## config.mk

```make
export PLATFORM = sky130hd
export DESIGN_NAME = time_sync_ctrl
export DESIGN_NICKNAME = d
export VERILOG_FILES = /design/src/inc/time_sync_pkg.sv /design/src/time_sync_ctrl.sv
export SDC_FILE = /design/constraint.sdc
export NUM_CORES = 1
export LEC_CHECK = 0
export ABC_AREA = 1
export CORE_ASPECT_RATIO = 0.5
export CORE_MARGIN = 1.5
export CORE_UTILIZATION = 44
export DETAILED_ROUTE_END_ITERATION = 10
export DONT_BUFFER_PORTS = 1
export GPL_TIMING_DRIVEN = 0
export REMOVE_ABC_BUFFERS = 1
export SETUP_SLACK_MARGIN = 0.3
export SLEW_MARGIN = 20
export SYNTH_ARGS = -nofsm -noshare
export SYNTH_HDL_FRONTEND = slang
export SYNTH_SLANG_ARGS = --single-unit
```

## constraint.sdc

```tcl
create_clock -name sys_clk -period 10.9 [get_ports sys_clk]
set_input_delay 2.18 -clock sys_clk [delete_from_list [all_inputs] [get_ports sys_clk]]
set_output_delay 2.18 -clock sys_clk [all_outputs]
set_load 0.02 [all_outputs]
```

## src/inc/time_sync_pkg.sv

```systemverilog
`default_nettype none
package time_sync_pkg;

  // ==========================================================
  // time carried from a source, binary fields, year from 2000
  typedef struct packed {
    logic [6:0] year;
    logic [3:0] month;
    logic [4:0] day;
    logic [2:0] weekday;
    logic [4:0] hour;
    logic [5:0] minute;
    logic [5:0] second;
  } time_t;

  // ==========================================================
  // detection and run states
  typedef enum logic [1:0] {
    ST_DET_ANT = 2'b00,
    ST_DET_IRIG = 2'b01,
    ST_RUN = 2'b10
  } det_state_t;

  // ==========================================================
  // register map
  localparam logic [11:0] OFS_CTRL = 12'h000;
  localparam logic [11:0] OFS_OFFSET = 12'h004;
  localparam logic [11:0] OFS_YEAR = 12'h008;
  localparam logic [11:0] OFS_STATUS = 12'h00c;
  localparam logic [11:0] OFS_TIME = 12'h010;
  localparam int CTRL_CH2_TEN_BIT = 0;
  localparam int CTRL_DST_BIT = 1;
  localparam int STAT_SRC_BIT = 2;
  localparam int STAT_LOCK_BIT = 3;
  localparam int STAT_SEC_POS = 4;
  localparam logic [1:0] RST_CTRL = 2'h0;
  localparam logic [10:0] RST_OFFSET = 11'h000;
  localparam logic [6:0] RST_YEAR = 7'h02;
  localparam logic [6:0] YEAR_MIN = 7'h02;
  localparam logic [6:0] YEAR_MAX = 7'h2f;

  // ==========================================================
  // timing
  localparam int CLK_HZ = 100_000_000;
  localparam int MS_PER_S = 1000;
  localparam int CYC_PER_MS = CLK_HZ / MS_PER_S;
  localparam int DETECT_MS = 3000;
  localparam logic [7:0] DCF_ZERO_MS = 8'h64;
  localparam logic [7:0] DCF_ONE_MS = 8'hc8;
  localparam logic [7:0] TEN_PULSE_MS = 8'h64;
  localparam logic [10:0] BLINK_ON_MS = 11'h0c8;
  localparam logic [10:0] BLINK_OFF_MS = 11'h0c8;
  localparam logic [10:0] BLINK_GAP_MS = 11'h3e8;
  localparam logic [2:0] BLINKS_DET = 3'h2;
  localparam logic [2:0] BLINKS_IRIG = 3'h3;
  localparam logic [2:0] BLINKS_ANT = 3'h4;

  // ==========================================================
  // time arithmetic and frame layout
  localparam logic [10:0] MIN_PER_HOUR = 11'h03c;
  localparam logic signed [12:0] MIN_PER_DAY = 13'sh05a0;
  localparam logic signed [12:0] DST_SHIFT = 13'sh003c;
  localparam logic signed [12:0] FRAME_LEAD = 13'sh0001;
  localparam logic [5:0] DCF_NO_PULSE_SEC = 6'h3b;
  localparam logic [5:0] TEN_SEC_PERIOD = 6'h0a;

endpackage

`default_nettype wire

```

## src/time_sync_ctrl.sv

```systemverilog
`timescale 1ns/100ps
`default_nettype none

// Summary of operation
// - after reset try the antenna first, then IRIG-B if the antenna is silent
// - status indicator flashes twice repeatedly while detecting
// - lock indicator lit steadily once a source is found and running
// - status flashes three times for IRIG-B, four times for antenna
// - date and time captured on every second strobe of the chosen source
// - one full DCF77 frame per minute, minute mark is the missing pulse in second 59
// - pulse width coded output, pulse edge a few cycles after source second
// - frame holds BCD minute hour day weekday month year, leap and DST bits
// - ten-second mode gives one pulse every ten seconds
// - only channel 2 may use ten-second mode, channel 1 always DCF77
// - both channels produce DCF77 after reset
// - signed local offset in minutes added to UTC before encoding
// - daylight saving enable adds one hour on top of the offset
// - IRIG-B time takes the stored year, limited to 2002..2047
module time_sync_ctrl #(
  parameter int CYC_PER_MS = time_sync_pkg::CYC_PER_MS,
  parameter int DETECT_MS = time_sync_pkg::DETECT_MS
) (
  // clock and reset
  input wire logic sys_clk,
  input wire logic rst,
  // apb slave
  input wire logic psel,
  input wire logic penable,
  input wire logic pwrite,
  input wire logic [11:0] paddr,
  input wire logic [31:0] pwdata,
  output logic [31:0] prdata,
  output logic pready,
  output logic pslverr,
  // smart antenna source
  input wire logic ant_pps,
  input wire logic ant_leap,
  input wire time_sync_pkg::time_t ant_time,
  // irig-b source, year field ignored
  input wire logic irig_pps,
  input wire time_sync_pkg::time_t irig_time,
  // indicators and sync outputs
  output logic stat_led,
  output logic sync_led,
  output logic [1:0] sync_out
);

  // ==========================================================
  // functions
  function automatic logic [4:0] days_in_month(input logic [3:0] m, input logic [6:0] y);
    case (m)
      4'h2: return (y[1:0] == 2'h0) ? 5'h1d : 5'h1c;
      4'h4, 4'h6, 4'h9, 4'hb: return 5'h1e;
      default: return 5'h1f;
    endcase
  endfunction

  function automatic logic [7:0] to_bcd(input logic [6:0] v);
    logic [6:0] t;
    t = v / 7'h0a;
    return {t[3:0], 4'(v - 7'(t * 7'h0a))};
  endfunction

  localparam int CYC_W = $clog2(CYC_PER_MS + 1);

  // ==========================================================
  // state
  time_sync_pkg::det_state_t state_q;
  logic src_ant_q;
  logic [1:0] ctrl_q;
  logic [10:0] offset_q;
  logic [6:0] year_q;
  logic [CYC_W-1:0] cyc_q;
  logic [15:0] det_ms_q;
  logic [10:0] blink_ms_q;
  logic [2:0] blink_idx_q;
  logic stb_q;
  logic leap_q;
  time_sync_pkg::time_t utc_q;
  logic [59:0] frame_q;
  logic [31:0] prdata_q;
  logic pready_q;
  logic pslverr_q;
  logic stat_led_q;
  logic sync_led_q;
  logic [1:0] out_q;
  logic [7:0] pw_q [2];

  // ==========================================================
  // timebase, realigned to every second strobe
  wire run_w = (state_q == time_sync_pkg::ST_RUN);
  wire stb_w = run_w && (src_ant_q ? ant_pps : irig_pps);
  wire tick_w = (cyc_q == CYC_W'(CYC_PER_MS - 1));

  always_ff @(posedge sys_clk)
  begin
    if (rst || stb_w || tick_w)
      cyc_q <= '0;
    else
      cyc_q <= cyc_q + 1'b1;
  end

  // ==========================================================
  // source detection
  wire det_hit_w = (state_q == time_sync_pkg::ST_DET_ANT) ? ant_pps : irig_pps;
  wire det_end_w = tick_w && (det_ms_q == 16'(DETECT_MS - 1));

  always_ff @(posedge sys_clk)
  begin
    if (rst)
    begin
      state_q <= time_sync_pkg::ST_DET_ANT;
      src_ant_q <= 1'b0;
      det_ms_q <= '0;
    end
    else
    begin
      unique case (state_q)
        time_sync_pkg::ST_DET_ANT, time_sync_pkg::ST_DET_IRIG:
        begin
          if (det_hit_w)
          begin
            state_q <= time_sync_pkg::ST_RUN;
            src_ant_q <= (state_q == time_sync_pkg::ST_DET_ANT);
            det_ms_q <= '0;
          end
          else if (det_end_w)
          begin
            // antenna window first, then irig, then round again
            state_q <= (state_q == time_sync_pkg::ST_DET_ANT) ?
                       time_sync_pkg::ST_DET_IRIG : time_sync_pkg::ST_DET_ANT;
            det_ms_q <= '0;
          end
          else if (tick_w)
            det_ms_q <= det_ms_q + 16'h0001;
        end
        time_sync_pkg::ST_RUN:
          state_q <= time_sync_pkg::ST_RUN;
        default:
          state_q <= time_sync_pkg::ST_DET_ANT;
      endcase
    end
  end

  // ==========================================================
  // indicators
  wire [2:0] blinks_w = !run_w ? time_sync_pkg::BLINKS_DET :
                        src_ant_q ? time_sync_pkg::BLINKS_ANT : time_sync_pkg::BLINKS_IRIG;
  wire in_gap_w = (blink_idx_q >= blinks_w);
  wire flash_end_w = (blink_ms_q >= time_sync_pkg::BLINK_ON_MS + time_sync_pkg::BLINK_OFF_MS - 11'h001);
  wire gap_end_w = (blink_ms_q >= time_sync_pkg::BLINK_GAP_MS - 11'h001);

  always_ff @(posedge sys_clk)
  begin
    if (rst)
    begin
      blink_ms_q <= '0;
      blink_idx_q <= '0;
      stat_led_q <= 1'b0;
      sync_led_q <= 1'b0;
    end
    else
    begin
      sync_led_q <= run_w;
      stat_led_q <= !in_gap_w && (blink_ms_q < time_sync_pkg::BLINK_ON_MS);
      if (tick_w)
      begin
        if ((in_gap_w && gap_end_w) || (!in_gap_w && flash_end_w))
        begin
          blink_ms_q <= '0;
          blink_idx_q <= in_gap_w ? 3'h0 : blink_idx_q + 3'h1;
        end
        else
          blink_ms_q <= blink_ms_q + 11'h001;
      end
    end
  end

  // ==========================================================
  // per-second capture
  wire [6:0] src_year_w = src_ant_q ? ant_time.year : year_q;

  always_ff @(posedge sys_clk)
  begin
    if (rst)
    begin
      stb_q <= 1'b0;
      utc_q <= '0;
      leap_q <= 1'b0;
    end
    else
    begin
      stb_q <= stb_w;
      if (stb_w)
      begin
        utc_q <= src_ant_q ? ant_time : irig_time;
        utc_q.year <= src_year_w;
        leap_q <= src_ant_q && ant_leap;
      end
    end
  end

  // ==========================================================
  // local time of the minute the frame announces
  wire [10:0] mod_w = {6'h00, utc_q.hour} * time_sync_pkg::MIN_PER_HOUR + {5'h00, utc_q.minute};
  wire dst_w = ctrl_q[time_sync_pkg::CTRL_DST_BIT];
  wire signed [12:0] tot_w = $signed({2'h0, mod_w}) + $signed({{2{offset_q[10]}}, offset_q})
                           + (dst_w ? time_sync_pkg::DST_SHIFT : 13'sh0000)
                           + time_sync_pkg::FRAME_LEAD;
  wire under_w = tot_w[12];
  wire over_w = !tot_w[12] && (tot_w >= time_sync_pkg::MIN_PER_DAY);
  wire [12:0] wrap_w = under_w ? 13'(tot_w + time_sync_pkg::MIN_PER_DAY) :
                       over_w ? 13'(tot_w - time_sync_pkg::MIN_PER_DAY) : tot_w;
  wire [10:0] adj_w = wrap_w[10:0];
  wire [3:0] prev_mon_w = (utc_q.month == 4'h1) ? 4'hc : utc_q.month - 4'h1;
  wire [6:0] prev_year_w = (utc_q.month == 4'h1) ? utc_q.year - 7'h01 : utc_q.year;
  time_sync_pkg::time_t loc_w;

  always_comb
  begin
    loc_w = utc_q;
    loc_w.hour = 5'(adj_w / time_sync_pkg::MIN_PER_HOUR);
    loc_w.minute = 6'(adj_w % time_sync_pkg::MIN_PER_HOUR);
    if (over_w)
    begin
      loc_w.weekday = (utc_q.weekday == 3'h7) ? 3'h1 : utc_q.weekday + 3'h1;
      if (utc_q.day == days_in_month(utc_q.month, utc_q.year))
      begin
        loc_w.day = 5'h01;
        loc_w.month = (utc_q.month == 4'hc) ? 4'h1 : utc_q.month + 4'h1;
        loc_w.year = (utc_q.month == 4'hc) ? utc_q.year + 7'h01 : utc_q.year;
      end
      else
        loc_w.day = utc_q.day + 5'h01;
    end
    else if (under_w)
    begin
      loc_w.weekday = (utc_q.weekday == 3'h1) ? 3'h7 : utc_q.weekday - 3'h1;
      if (utc_q.day == 5'h01)
      begin
        loc_w.month = prev_mon_w;
        loc_w.year = prev_year_w;
        loc_w.day = days_in_month(prev_mon_w, prev_year_w);
      end
      else
        loc_w.day = utc_q.day - 5'h01;
    end
  end

  // ==========================================================
  // frame assembly, bit n goes out in second n
  wire [7:0] bcd_min_w = to_bcd({1'b0, loc_w.minute});
  wire [7:0] bcd_hour_w = to_bcd({2'h0, loc_w.hour});
  wire [7:0] bcd_day_w = to_bcd({2'h0, loc_w.day});
  wire [7:0] bcd_mon_w = to_bcd({3'h0, loc_w.month});
  wire [7:0] bcd_year_w = to_bcd(loc_w.year);
  wire par_min_w = ^bcd_min_w[6:0];
  wire par_hour_w = ^bcd_hour_w[5:0];
  wire par_date_w = ^{bcd_day_w[5:0], loc_w.weekday, bcd_mon_w[4:0], bcd_year_w};
  wire [59:0] frame_w = {1'b0, par_date_w, bcd_year_w, bcd_mon_w[4:0], loc_w.weekday,
                         bcd_day_w[5:0], par_hour_w, bcd_hour_w[5:0], par_min_w, bcd_min_w[6:0],
                         1'b1, leap_q, !dst_w, dst_w, 17'h00000};
  wire sec0_w = (utc_q.second == 6'h00);
  wire dcf_bit_w = !sec0_w && frame_q[utc_q.second];
  wire [7:0] dcf_pw_w = (utc_q.second == time_sync_pkg::DCF_NO_PULSE_SEC) ? 8'h00 :
                        dcf_bit_w ? time_sync_pkg::DCF_ONE_MS : time_sync_pkg::DCF_ZERO_MS;
  wire [7:0] ten_pw_w = ((utc_q.second % time_sync_pkg::TEN_SEC_PERIOD) == 6'h00) ?
                        time_sync_pkg::TEN_PULSE_MS : 8'h00;
  wire ch2_ten_w = ctrl_q[time_sync_pkg::CTRL_CH2_TEN_BIT];
  wire [7:0] chan_pw_w [2];
  assign chan_pw_w[0] = dcf_pw_w;
  assign chan_pw_w[1] = ch2_ten_w ? ten_pw_w : dcf_pw_w;

  always_ff @(posedge sys_clk)
  begin
    if (rst)
      frame_q <= '0;
    else if (stb_q && sec0_w)
      frame_q <= frame_w;
  end

  // ==========================================================
  // output channels
  for (genvar c = 0; c < 2; c++)
  begin : g_chan
    always_ff @(posedge sys_clk)
    begin
      if (rst)
      begin
        pw_q[c] <= '0;
        out_q[c] <= 1'b0;
      end
      else if (stb_q)
      begin
        pw_q[c] <= chan_pw_w[c];
        out_q[c] <= (chan_pw_w[c] != 8'h00);
      end
      else if (tick_w && pw_q[c] != 8'h00)
      begin
        pw_q[c] <= pw_q[c] - 8'h01;
        out_q[c] <= (pw_q[c] > 8'h01);
      end
    end
  end

  // ==========================================================
  // apb slave, answers in the first access cycle
  wire setup_w = psel && !penable;
  wire wr_w = psel && penable && pready_q && pwrite;
  wire hit_w = (paddr == time_sync_pkg::OFS_CTRL) || (paddr == time_sync_pkg::OFS_OFFSET)
            || (paddr == time_sync_pkg::OFS_YEAR) || (paddr == time_sync_pkg::OFS_STATUS)
            || (paddr == time_sync_pkg::OFS_TIME);
  wire [6:0] wr_year_w = pwdata[6:0];
  wire year_ok_w = (pwdata[31:7] == 25'h0) && (wr_year_w >= time_sync_pkg::YEAR_MIN)
                && (wr_year_w <= time_sync_pkg::YEAR_MAX);
  wire [31:0] status_w = {22'h0, utc_q.second, run_w, src_ant_q, state_q};
  wire [31:0] rd_w = (paddr == time_sync_pkg::OFS_CTRL) ? {30'h0, ctrl_q} :
                     (paddr == time_sync_pkg::OFS_OFFSET) ? {{21{offset_q[10]}}, offset_q} :
                     (paddr == time_sync_pkg::OFS_YEAR) ? {25'h0, year_q} :
                     (paddr == time_sync_pkg::OFS_STATUS) ? status_w :
                     (paddr == time_sync_pkg::OFS_TIME) ? {2'h0, loc_w[35:6]} : 32'h0;

  always_ff @(posedge sys_clk)
  begin
    if (rst)
    begin
      pready_q <= 1'b0;
      pslverr_q <= 1'b0;
      prdata_q <= '0;
    end
    else
    begin
      pready_q <= setup_w;
      pslverr_q <= setup_w && !hit_w;
      prdata_q <= (setup_w && !pwrite) ? rd_w : 32'h0;
    end
  end

  always_ff @(posedge sys_clk)
  begin
    if (rst)
    begin
      ctrl_q <= time_sync_pkg::RST_CTRL;
      offset_q <= time_sync_pkg::RST_OFFSET;
      year_q <= time_sync_pkg::RST_YEAR;
    end
    else if (wr_w)
    begin
      if (paddr == time_sync_pkg::OFS_CTRL)
        ctrl_q <= pwdata[1:0];
      if (paddr == time_sync_pkg::OFS_OFFSET)
        offset_q <= pwdata[10:0];
      if (paddr == time_sync_pkg::OFS_YEAR && year_ok_w)
        year_q <= wr_year_w;
    end
  end

  assign prdata = prdata_q;
  assign pready = pready_q;
  assign pslverr = pslverr_q;
  assign stat_led = stat_led_q;
  assign sync_led = sync_led_q;
  assign sync_out = out_q;

endmodule // time_sync_ctrl

`default_nettype wire

```

Yosys cells after proc, flatten, opt, wreduce, memory -nomap -nowiden
Memory sizes are Yosys's and may differ from the RTL's. Cells that the tools add are included.

Register bits after elaboration: 188. Bits in writable memories: 16. Input port bits: 124. Output and inout port bits: 38. Logic and storage cells: 237. Memories kept: 1.

Add/sub/neg operators: 25. Multipliers: 6. Divide/modulo/power cells: 8. Magnitude comparators: 10. Eq/ne operators: 26. Muxes and demuxes: 67. Bitwise operators: 5. Reductions and logical operators: 62.

Memories: pw_q (depth 2, width 8, rd ports 2, clocked after memory_dff 0, write ports 2, line time_sync_ctrl.sv:87) `logic [7:0] pw_q [2];`.

Operators with widths (number): $mux W30 (3); $mux W8 (7); $mux W11 (5); $mux W16 (3); $mux W19 (2); $mul A7 B3 Y3 const B (5); $mux W32 (1); $reduce_bool A8 Y1 (4); $mux W29 (1); $mux W7 (4); $logic_not A25 Y1 (1); $eq A12 B4 Y1 const B (2); $mux W1 (23); $reduce_xor A22 Y1 (1); $eq A4 B4 Y1 const B (5); $logic_and A1 B1 Y1 (20); $sub A4 B4 Y4 (5); $add A17 B1 Y17 const B (1); $eq A17 B17 Y1 const B (1); $add A16 B1 Y16 const B (1); $eq A16 B12 Y1 const B (1); $eq A4 B3 Y1 const B (4); $gt A8 B1 Y1 const B (2); $sub A8 B1 Y8 const B (2); 65 further kinds (105).

Longest topological paths before layout
Gate-level depths: netlist of run 1.

Depth in word-level cells: 16. Depth in mapped cells: 78. Depth with buffers taken out: 78.

Worst setup path before layout of run 1
No wires, ideal clock.

Path kind: register to register. Start point: reg utc_q[12] in the netlist's numbering. End point: reg frame_q[28]. Setup time: 0.115 ns. Arrival time: 9.559 ns. Required time: 10.785 ns. Setup slack: 1.226 ns. Stages on the path, launching flop included: 71. Buffers on the path: 1. Period minus slack after synthesis: 9.674 ns. Cells stage by stage: dfxtp_1 -> fa_1 -> fa_1 -> inv_1 -> fa_1 -> inv_1 -> ha_1 -> nand2_1 -> nor2_1 -> a211oi_1 -> nor2_1 -> inv_1 -> nor2_1 -> nand3_1 -> xnor2_1 -> inv_1 -> ha_1 -> ha_1 -> [35 not listed] -> nand2_2 -> nand2_1 -> nand2_1 -> nand2_2 -> nand2_2 -> inv_1 -> ha_1 -> nand2_1 -> nand3_1 -> nand2_1 -> ha_1 -> inv_1 -> fa_1 -> xor2_2 -> xor2_1 -> or2_1 -> a21oi_1 -> nor2_1.

Word-level cells in the longest chain between the ends: 14. Elaborated cells on any way between the ends: 17. Those cells by class: add/sub: 7; mul: 2; div: 2; order compare: 1; mux: 2; reduce/logical: 3.

Ends and longest elaborated chain: from (decl) (line time_sync_ctrl.sv:79) `time_sync_pkg::time_t utc_q;`; from (signal assigned) (line time_sync_ctrl.sv:196) `utc_q <= src_ant_q ? ant_time : irig_time;`; $mul A5 B4 Y9 * (line time_sync_ctrl.sv:205) `wire [10:0] mod_w = {6'h00, utc_q.hour} * time_sync_pkg::MIN_PER_HOUR + {5'h00, utc_q.minute};`; $add A11 B6 Y11 * (line time_sync_ctrl.sv:205); $add A12 B11 Y13 * (line time_sync_ctrl.sv:207) `wire signed [12:0] tot_w = $signed({2'h0, mod_w}) + $signed({{2{offset_q[10]}}, offset_q})`; $add A13 B7 Y13 * (line time_sync_ctrl.sv:208) `+ (dst_w ? time_sync_pkg::DST_SHIFT : 13'sh0000)`; $add A13 B2 Y13 * (line time_sync_ctrl.sv:209) `+ time_sync_pkg::FRAME_LEAD;`; $ge A13 B12 Y1 / $logic_not A1 Y1 (equally long branches) (line time_sync_ctrl.sv:211) `wire over_w = !tot_w[12] && (tot_w >= time_sync_pkg::MIN_PER_DAY);`; $logic_and A1 B1 Y1 (line time_sync_ctrl.sv:211); $mux W11 (line time_sync_ctrl.sv:213) `over_w ? 13'(tot_w - time_sync_pkg::MIN_PER_DAY) : tot_w;`; $mux W11 * (line time_sync_ctrl.sv:212) `wire [12:0] wrap_w = under_w ? 13'(tot_w + time_sync_pkg::MIN_PER_DAY) :`; $mod A11 B6 Y11 * (line time_sync_ctrl.sv:223) `loc_w.minute = 6'(adj_w % time_sync_pkg::MIN_PER_HOUR);`; $div A6 B4 Y7 * (line time_sync_ctrl.sv:60) `t = v / 7'h0a;`; named net bcd_min_w[4] (line time_sync_ctrl.sv:252) `wire [7:0] bcd_min_w = to_bcd({1'b0, loc_w.minute});`; $mul A7 B3 Y3 * (line time_sync_ctrl.sv:61) `return {t[3:0], 4'(v - 7'(t * 7'h0a))};`; $sub A4 B4 Y4 * (line time_sync_ctrl.sv:61); named net bcd_min_w[2] (line time_sync_ctrl.sv:252); $reduce_xor A7 Y1 * (line time_sync_ctrl.sv:257) `wire par_min_w = ^bcd_min_w[6:0];`; to (signal assigned) (line time_sync_ctrl.sv:279) `frame_q <= frame_w;`; to (decl) (line time_sync_ctrl.sv:80) `logic [59:0] frame_q;`.

The timed path passes the listed nets; every way through them passes the cells marked *. A chain may end at the register's enable or synchronous reset.

Final worst setup path of run 1
Same ends and word-level chain as after synthesis.

==> results of run 1 <==
state kept, by name, indices dropped and copies added, names as in the netlist, 2 cells and up:
register	count
loc_w	6
pw_q	16
sync_out	2
cyc_q	17
frame_q	42
prdata	31
blink_ms_q	11
state_q	2
year_q	7
det_ms_q	16
blink_idx_q	3
utc_q	30
offset_q	11
ctrl_q	2
layer usage:
metal | global-route usage | part of all wire | vias to the layer above
li1 | - | - | 6467
met1 | 0.316 | 0.50 | 5820
met2 | 0.355 | 0.44 | 237
met3 | 0.0282 | 0.040 | 47
met4 | 0.0468 | 0.020 | 0
met5 | 0 | 0 | -
through the flow:
stage | worst slack [ns] | hold WS [ns] | utilization | cell area, um2
6_report | 0.719 | 0.450 | 0.501 | 15300
5_1_grt | 0.00762 | 0.480 | 0.501 | 15300
4_1_cts | 0.307 | 0.455 | 0.489 | 15000
3_5_place_dp | -0.476 | 0.445 | 0.464 | 14200
3_3_place_gp | -0.425 | 0.443 | 0.461 | 14100
2_1_floorplan | 0.933 | 0.427 | - | 13600
final cells by class:
class                   count  share of cell area
multi-input cells        1393               0.551
flip-flops and latches    203               0.277
inverters                 307              0.0769
clock buffers              27              0.0377
well taps                 423              0.0346
repair buffers             26              0.0159
clock inverters            11             0.00670
power groups by stage:
stage | sequential, mW | clock, mW | combinational, mW
6_report | 0.820 | 0.736 | 1.08
5_1_grt | 0.825 | 0.779 | 1.23
4_1_cts | 0.819 | 0.753 | 1.02
3_5_place_dp | 0.836 | 0 | 1.00
3_3_place_gp | 0.842 | 0 | 0.987
2_1_floorplan | 0.828 | 0 | 0.814
cell usage after synthesis, drive strengths merged (10+ instances only):
cell	n	share of area
nand4	25	0.012
edfxtp	16	0.035
o21ai	161	0.061
o211ai	17	0.0093
xnor2	27	0.017
fa	17	0.025
dfxtp	187	0.27
nand2	353	0.11
nand3	113	0.043
a211oi	10	0.0054
nor3	32	0.012
o32ai	30	0.019
inv	302	0.083
nor4	20	0.0091
a21oi	120	0.046
xor2	48	0.032
nor2	244	0.067
ha	84	0.076
clkbuf	41	0.013
final timing paths:
path | slack [ns] | to | from | cells past startpoint
max | 0.72 | frame_q[28] | utc_q[12] | 72
min | 0.45 | frame_q[38] | frame_q[38] | 2
max reg2reg | 0.72 | frame_q[28] | utc_q[12] | 72
min reg2reg | 0.45 | frame_q[38] | frame_q[38] | 2
repair_timing:
item                                    CTS  global route
gates cloned                              0             0
setup buffers                             5            17
pin swaps                                 6            20
hold buffers                              0             0
endpoints found under the setup margin    5             5
resized for setup                        14            49
worst max-delay path, delay by kind of cell, from the launching register on:
family | cells | cell delay, ns
DFF | 1 | 0.37
xor gates and xnor gates | 4 | 0.79
AOI/OAI and AO/OA | 7 | 0.97
adders and majority gates | 10 | 3.38
buffers and inverters | 15 | 1.15
and+or+nand+nor | 36 | 3.41
cell usage in the layout, fill, tap and decap left out, types with 6 or more instances in the layout:
cell | netlist | routed
nand2_2 | 29 | 29
clkbuf_16 | 0 | 21
a31oi_1 | 9 | 9
xnor2_1 | 27 | 26
o21ai_1 | 6 | 8
nand4_1 | 24 | 24
a22oi_1 | 6 | 6
dfxtp_1 | 187 | 182
inv_1 | 291 | 283
or2_2 | 6 | 6
mux2i_1 | 8 | 8
nor3b_1 | 6 | 6
xor2_1 | 45 | 43
nor3_1 | 30 | 30
edfxtp_1 | 16 | 16
nand3_2 | 5 | 9
nor2_1 | 240 | 235
nand2_4 | 10 | 11
clkinv_2 | 0 | 6
o21ai_0 | 150 | 147
a211oi_1 | 10 | 8
o211ai_1 | 17 | 17
nor4_1 | 20 | 20
inv_2 | 10 | 13
nand3_1 | 108 | 103
o22ai_1 | 7 | 7
ha_1 | 84 | 80
a21oi_1 | 115 | 113
nand3b_1 | 6 | 6
buf_4 | 2 | 21
o32ai_1 | 30 | 30
o221ai_1 | 8 | 8
fa_1 | 17 | 16
nand2_1 | 314 | 311
cells by family after synthesis:
family          Yosys count  synth area share
simple gates            810             0.262
compound gates          399             0.176
buf+inv                 357             0.101
flops                   203             0.306
fa+ha+maj               101             0.101
xor+xnor                 75            0.0493
mux                       8           0.00581
==> impl_results.md, run 1 <==
* Max-cap violations at 0
* Gate power share at 0.409
* Final non-filler cell total at 2390
* Worst slew pin tran at 0.922 ns
* CP Max Fanout at 9
* Die ar. at 32500 um2
* P_int at 1.59 mW
* Setup TNS at 0 ns
* Post-layout min period at 10.18 ns
* Slew Viols, Final at 0
* Syn_area_per_cell at 7.06 um2
* Routed WL at 36.8 mm
* Drt drc at 0
* Detailed Place HPWL at 27.6 mm
* Number of flops mapped to enable cells by yosys at 16
* ANT nets after route at 0
* PwrDens at 172 nW/um2
* Port Buffers at 0
* Critical path's largest stage delay at 0.52 ns
* Footprint of the multi-input gates at 8450 um2
* Initial antenna violation count at 0
* Post-synthesis cell area at 13800 um2
* CP required at 11.32 ns
* Area Growth Syn to Fin at 11.0%
* TritonCTS Buffers at 21
* FMAX at 98.2 MHz
* I/O pin count at 162
* Diodes inserted at 0
* Vias in the first global route at 11100
* First-pass GRT wire length at 57.3 mm
* Gate Count Post-Synth at 1953
* Vias per std cell at 5.26
* GR Overflow Total at 0
* Final Hold Vio Count at 0
* Startpoint Class: flop
* Tcrit/Tclk final at 0.934
* Total power at 2.63 mW
* WP data arrival at 10.60 ns
* Pin count of the biggest net entering global routing at 54
* Initial Util at 0.451
* H-Tree Depth at 1
* Post-synthesis register bit count at 203
* Most used cell along the critical path: nand2_2
* Net Sw Power at 1.04 mW
* Skew final at 0.0142 ns
* CTS root buf: clkbuf_16
* Post-synthesis sequential area ratio at 0.306
* Slew margin rel. at 0.383
* Die Y at 128 um
* Nets@finish at 2177
* Pleak at 6.69 nW
* Worst-path clk slew at 0.07 ns
* Worst vdd ir at 0.163 mV
* Register area at 4240 um2
* Post-synth ARST share at 0
* Core area at 30600 um2
* Routed length per placed instance at 15.4 um
* Switching portion of total power at 0.395
* Die X at 253 um
* Clock share of power at 0.279
* Rows at 45
* Starting DRC count in detailed routing at 911
* Clock buffer depth at 3
* CTS tree: built
* Layout cells sized above 1 at 0.0951
* RSZ-0062 raised after global routing: yes
* First drt pass iteration count at 8
* Ys flop type: dfxtp_1
* Yosys warns at 0
* Crit path max-delay cell type: fa_1
* Placed Cells at 2330
* Status: complete, no violations
* Setup crit end kind: flop
* Hold Crit Class: reg -> reg
* Latest clock arrival within the worst-skew pair at 0.52 ns
* CTS Sinks at 203
* Fillcell total at 3068
* Synth unique cells at 65
* Sequential power share at 0.311
* GRT Overall Usage at 0.221
* Routability cong. at 0.895
* Via count at 12600
* Setup Viol. Count Final at 0
* Worst Setup Path Type: reg -> reg
Note: power is estimated with default switching activity, not from simulation.
==> run 2: changes to the inputs <==
CORE_UTILIZATION = 60   (was 44)
PLACE_DENSITY = 0.76   (was default)
==> impl_results.md, run 2 (same netlist as run 1, synthesis figures left out) <==
* First drt pass iteration count at 5 (was 8)
* Critical path's largest stage delay at 0.58 ns (was 0.52 ns)
* RSZ-0062 raised after global routing: yes (unchanged)
* Worst vdd ir at 0.189 mV (was 0.163 mV)
* H-Tree Depth at 1 (unchanged)
* Routed length per placed instance at 16.4 um (was 15.4 um)
* Setup Viol. Count Final at 0 (unchanged)
* TritonCTS Buffers at 20 (was 21)
* FMAX at 95.7 MHz (was 98.2 MHz)
* Crit path max-delay family: simple AND/OR/NAND/NOR gates (unchanged)
* Initial antenna violation count at 0 (unchanged)
* ANT nets after route at 0 (unchanged)
* Hold-fix buffers, CTS at 0 (unchanged)
* Most used cell along the critical path: nand2_4 (was nand2_2)
* Port Buffers at 0 (unchanged)
* Nets@finish at 2206 (was 2177)
* Layout cells sized above 1 at 0.123 (was 0.0951)
* Die Y at 110 um (was 128 um)
* Final non-filler cell total at 2296 (was 2390)
* Placement Setup Slack at -0.445 ns (was -0.476 ns)
* Worst slew pin tran at 0.935 ns (was 0.922 ns)
* WP buf/inv at 13 (was 15)
* Crit path max-delay cell type: fa_1 (unchanged)
* Max-cap violations at 0 (unchanged)
* I/O pin count at 162 (unchanged)
* Skew final at 0.0126 ns (was 0.0142 ns)
* Clock share of power at 0.245 (was 0.279)
* Latest clock arrival within the worst-skew pair at 0.53 ns (was 0.52 ns)
* Net Sw Power at 1.19 mW (was 1.04 mW)
* CTS root buf: clkbuf_16 (unchanged)
* Setup TNS at 0 ns (unchanged)
* Setup crit end kind: flop (unchanged)
* P_int at 1.77 mW (was 1.59 mW)
* CTS tree: built (unchanged)
* Commonest non-fill, non-tap cells in the layout: nand2_1 (297), inv_1 (276), nor2_1 (234), dfxtp_1 (184), o21ai_0 (146) (was nand2_1 (311), inv_1 (283), nor2_1 (235), dfxtp_1 (182), o21ai_0 (147))
* Switching portion of total power at 0.403 (was 0.395)
* Total power at 2.96 mW (was 2.63 mW)
* First-pass GRT wire length at 56.0 mm (was 57.3 mm)
* Via count at 13100 (was 12600)
* Status: complete, no violations (unchanged)
* Starting DRC count in detailed routing at 1305 (was 911)
* Rows at 38 (was 45)
* Vias per std cell at 5.73 (was 5.26)
* Slew margin rel. at 0.375 (was 0.383)
* CP Max Fanout at 7 (was 9)
* CTS Sinks at 203 (unchanged)
* Detailed Place HPWL at 26.3 mm (was 27.6 mm)
* Most common cell after layout, fill and taps aside: nand2_1 (unchanged)
* Tcrit/Tclk final at 0.958 (was 0.934)
* Final WS setup at 0.455 ns (was 0.719 ns)
* Die X at 217 um (was 253 um)
* Largest reg by FF count: frame_q (unchanged)
* Hold Crit Class: reg -> reg (unchanged)
* Post-layout min period at 10.45 ns (was 10.18 ns)
* CP required at 11.32 ns (about the same)
* Final Hold Vio Count at 0 (unchanged)
* Clock buffer depth at 3 (unchanged)
* Pin count of the biggest net entering global routing at 54 (unchanged)
* Gate power share at 0.478 (was 0.409)
* GR Overflow Total at 0 (unchanged)
* Routability cong. at 0.948 (was 0.895)
* Worst Setup Path Type: reg -> reg (unchanged)
* Core area at 22100 um2 (was 30600 um2)
* PwrDens at 190 nW/um2 (was 172 nW/um2)
* Worst-path clk slew at 0.07 ns (about the same)
* Slew Viols, Final at 0 (unchanged)
* Max reg flops at 42 (unchanged)
* WP data arrival at 10.86 ns (was 10.60 ns)
* Routed WL at 37.8 mm (was 36.8 mm)
* Vias in the first global route at 11100 (about the same)
* Initial Util at 0.624 (was 0.451)
* Die ar. at 24000 um2 (was 32500 um2)
* Pleak at 6.89 nW (was 6.69 nW)
* Placed Cells at 2206 (was 2330)
* Area Growth Syn to Fin at 13.1% (was 11.0%)
* GRT Overall Usage at 0.291 (was 0.221)
* Drt drc at 0 (unchanged)
* Fillcell total at 1840 (was 3068)
* Startpoint Class: flop (unchanged)
* Sequential power share at 0.276 (was 0.311)
run 2: routing by layer:
layer	track usage	wire length [um]	vias to the layer above
met2	0.450	16600	454
met4	0.0645	814	0
met1	0.430	17500	6105
met3	0.0403	2800	63
met5	0	0	-
li1	-	-	6524
run 2: metrics by stage:
stage / area (um2) / hold slack [ns] / util
6_report: 15600 / 0.457 / 0.706
5_1_grt: 15600 / 0.475 / 0.706
4_1_cts: 14800 / 0.457 / 0.669
3_5_place_dp: 14000 / 0.442 / 0.633
3_3_place_gp: 13900 / 0.443 / 0.631
2_1_floorplan: 13600 / 0.427 / -
run 2: final cells by class:
type | count | area (um2) | area share
multi-input cells | 1393 | 8680 | 0.556
flip-flops and latches | 203 | 4230 | 0.271
inverters | 307 | 1180 | 0.0757
clock buffers | 30 | 598 | 0.0383
repair buffers | 56 | 464 | 0.0298
well taps | 300 | 375 | 0.0241
clock inverters | 6 | 70.1 | 0.00449
diodes | 1 | 2.50 | 0.000160
run 2: tightest hold or removal path, cell delays in order, from the launching register on:
cell     delay, ns
dfxtp_1       0.30
inv_1         0.06
a21oi_1       0.06
run 2: timing repair:
action / CTS / global route
resized for setup: 14 / 107
pin swaps: 7 / 61
buffers inserted: 8 / 45
setup endpoints to repair: 5 / 7
run 2: path summary, 6_finish.rpt:
kind / startpoint / end / slack, ns / cells past startpoint
hold reg to reg: frame_q[38] / frame_q[38] / 0.46 / 2
setup reg to reg: utc_q[12] / frame_q[28] / 0.46 / 73
hold / removal: frame_q[38] / frame_q[38] / 0.46 / 2
setup / recovery: utc_q[12] / frame_q[28] / 0.46 / 73
run 2: power by group through the flow:
| stage | clock, mW | combinational [mW] | sequential [mW] |
|---|---|---|---|
| floorplan | 0 | 0.814 | 0.828 |
| global placement | 0 | 0.968 | 0.839 |
| detailed placement | 0 | 0.991 | 0.834 |
| CTS | 0.729 | 1.02 | 0.818 |
| global route | 0.758 | 1.54 | 0.822 |
| finish | 0.726 | 1.42 | 0.819 |
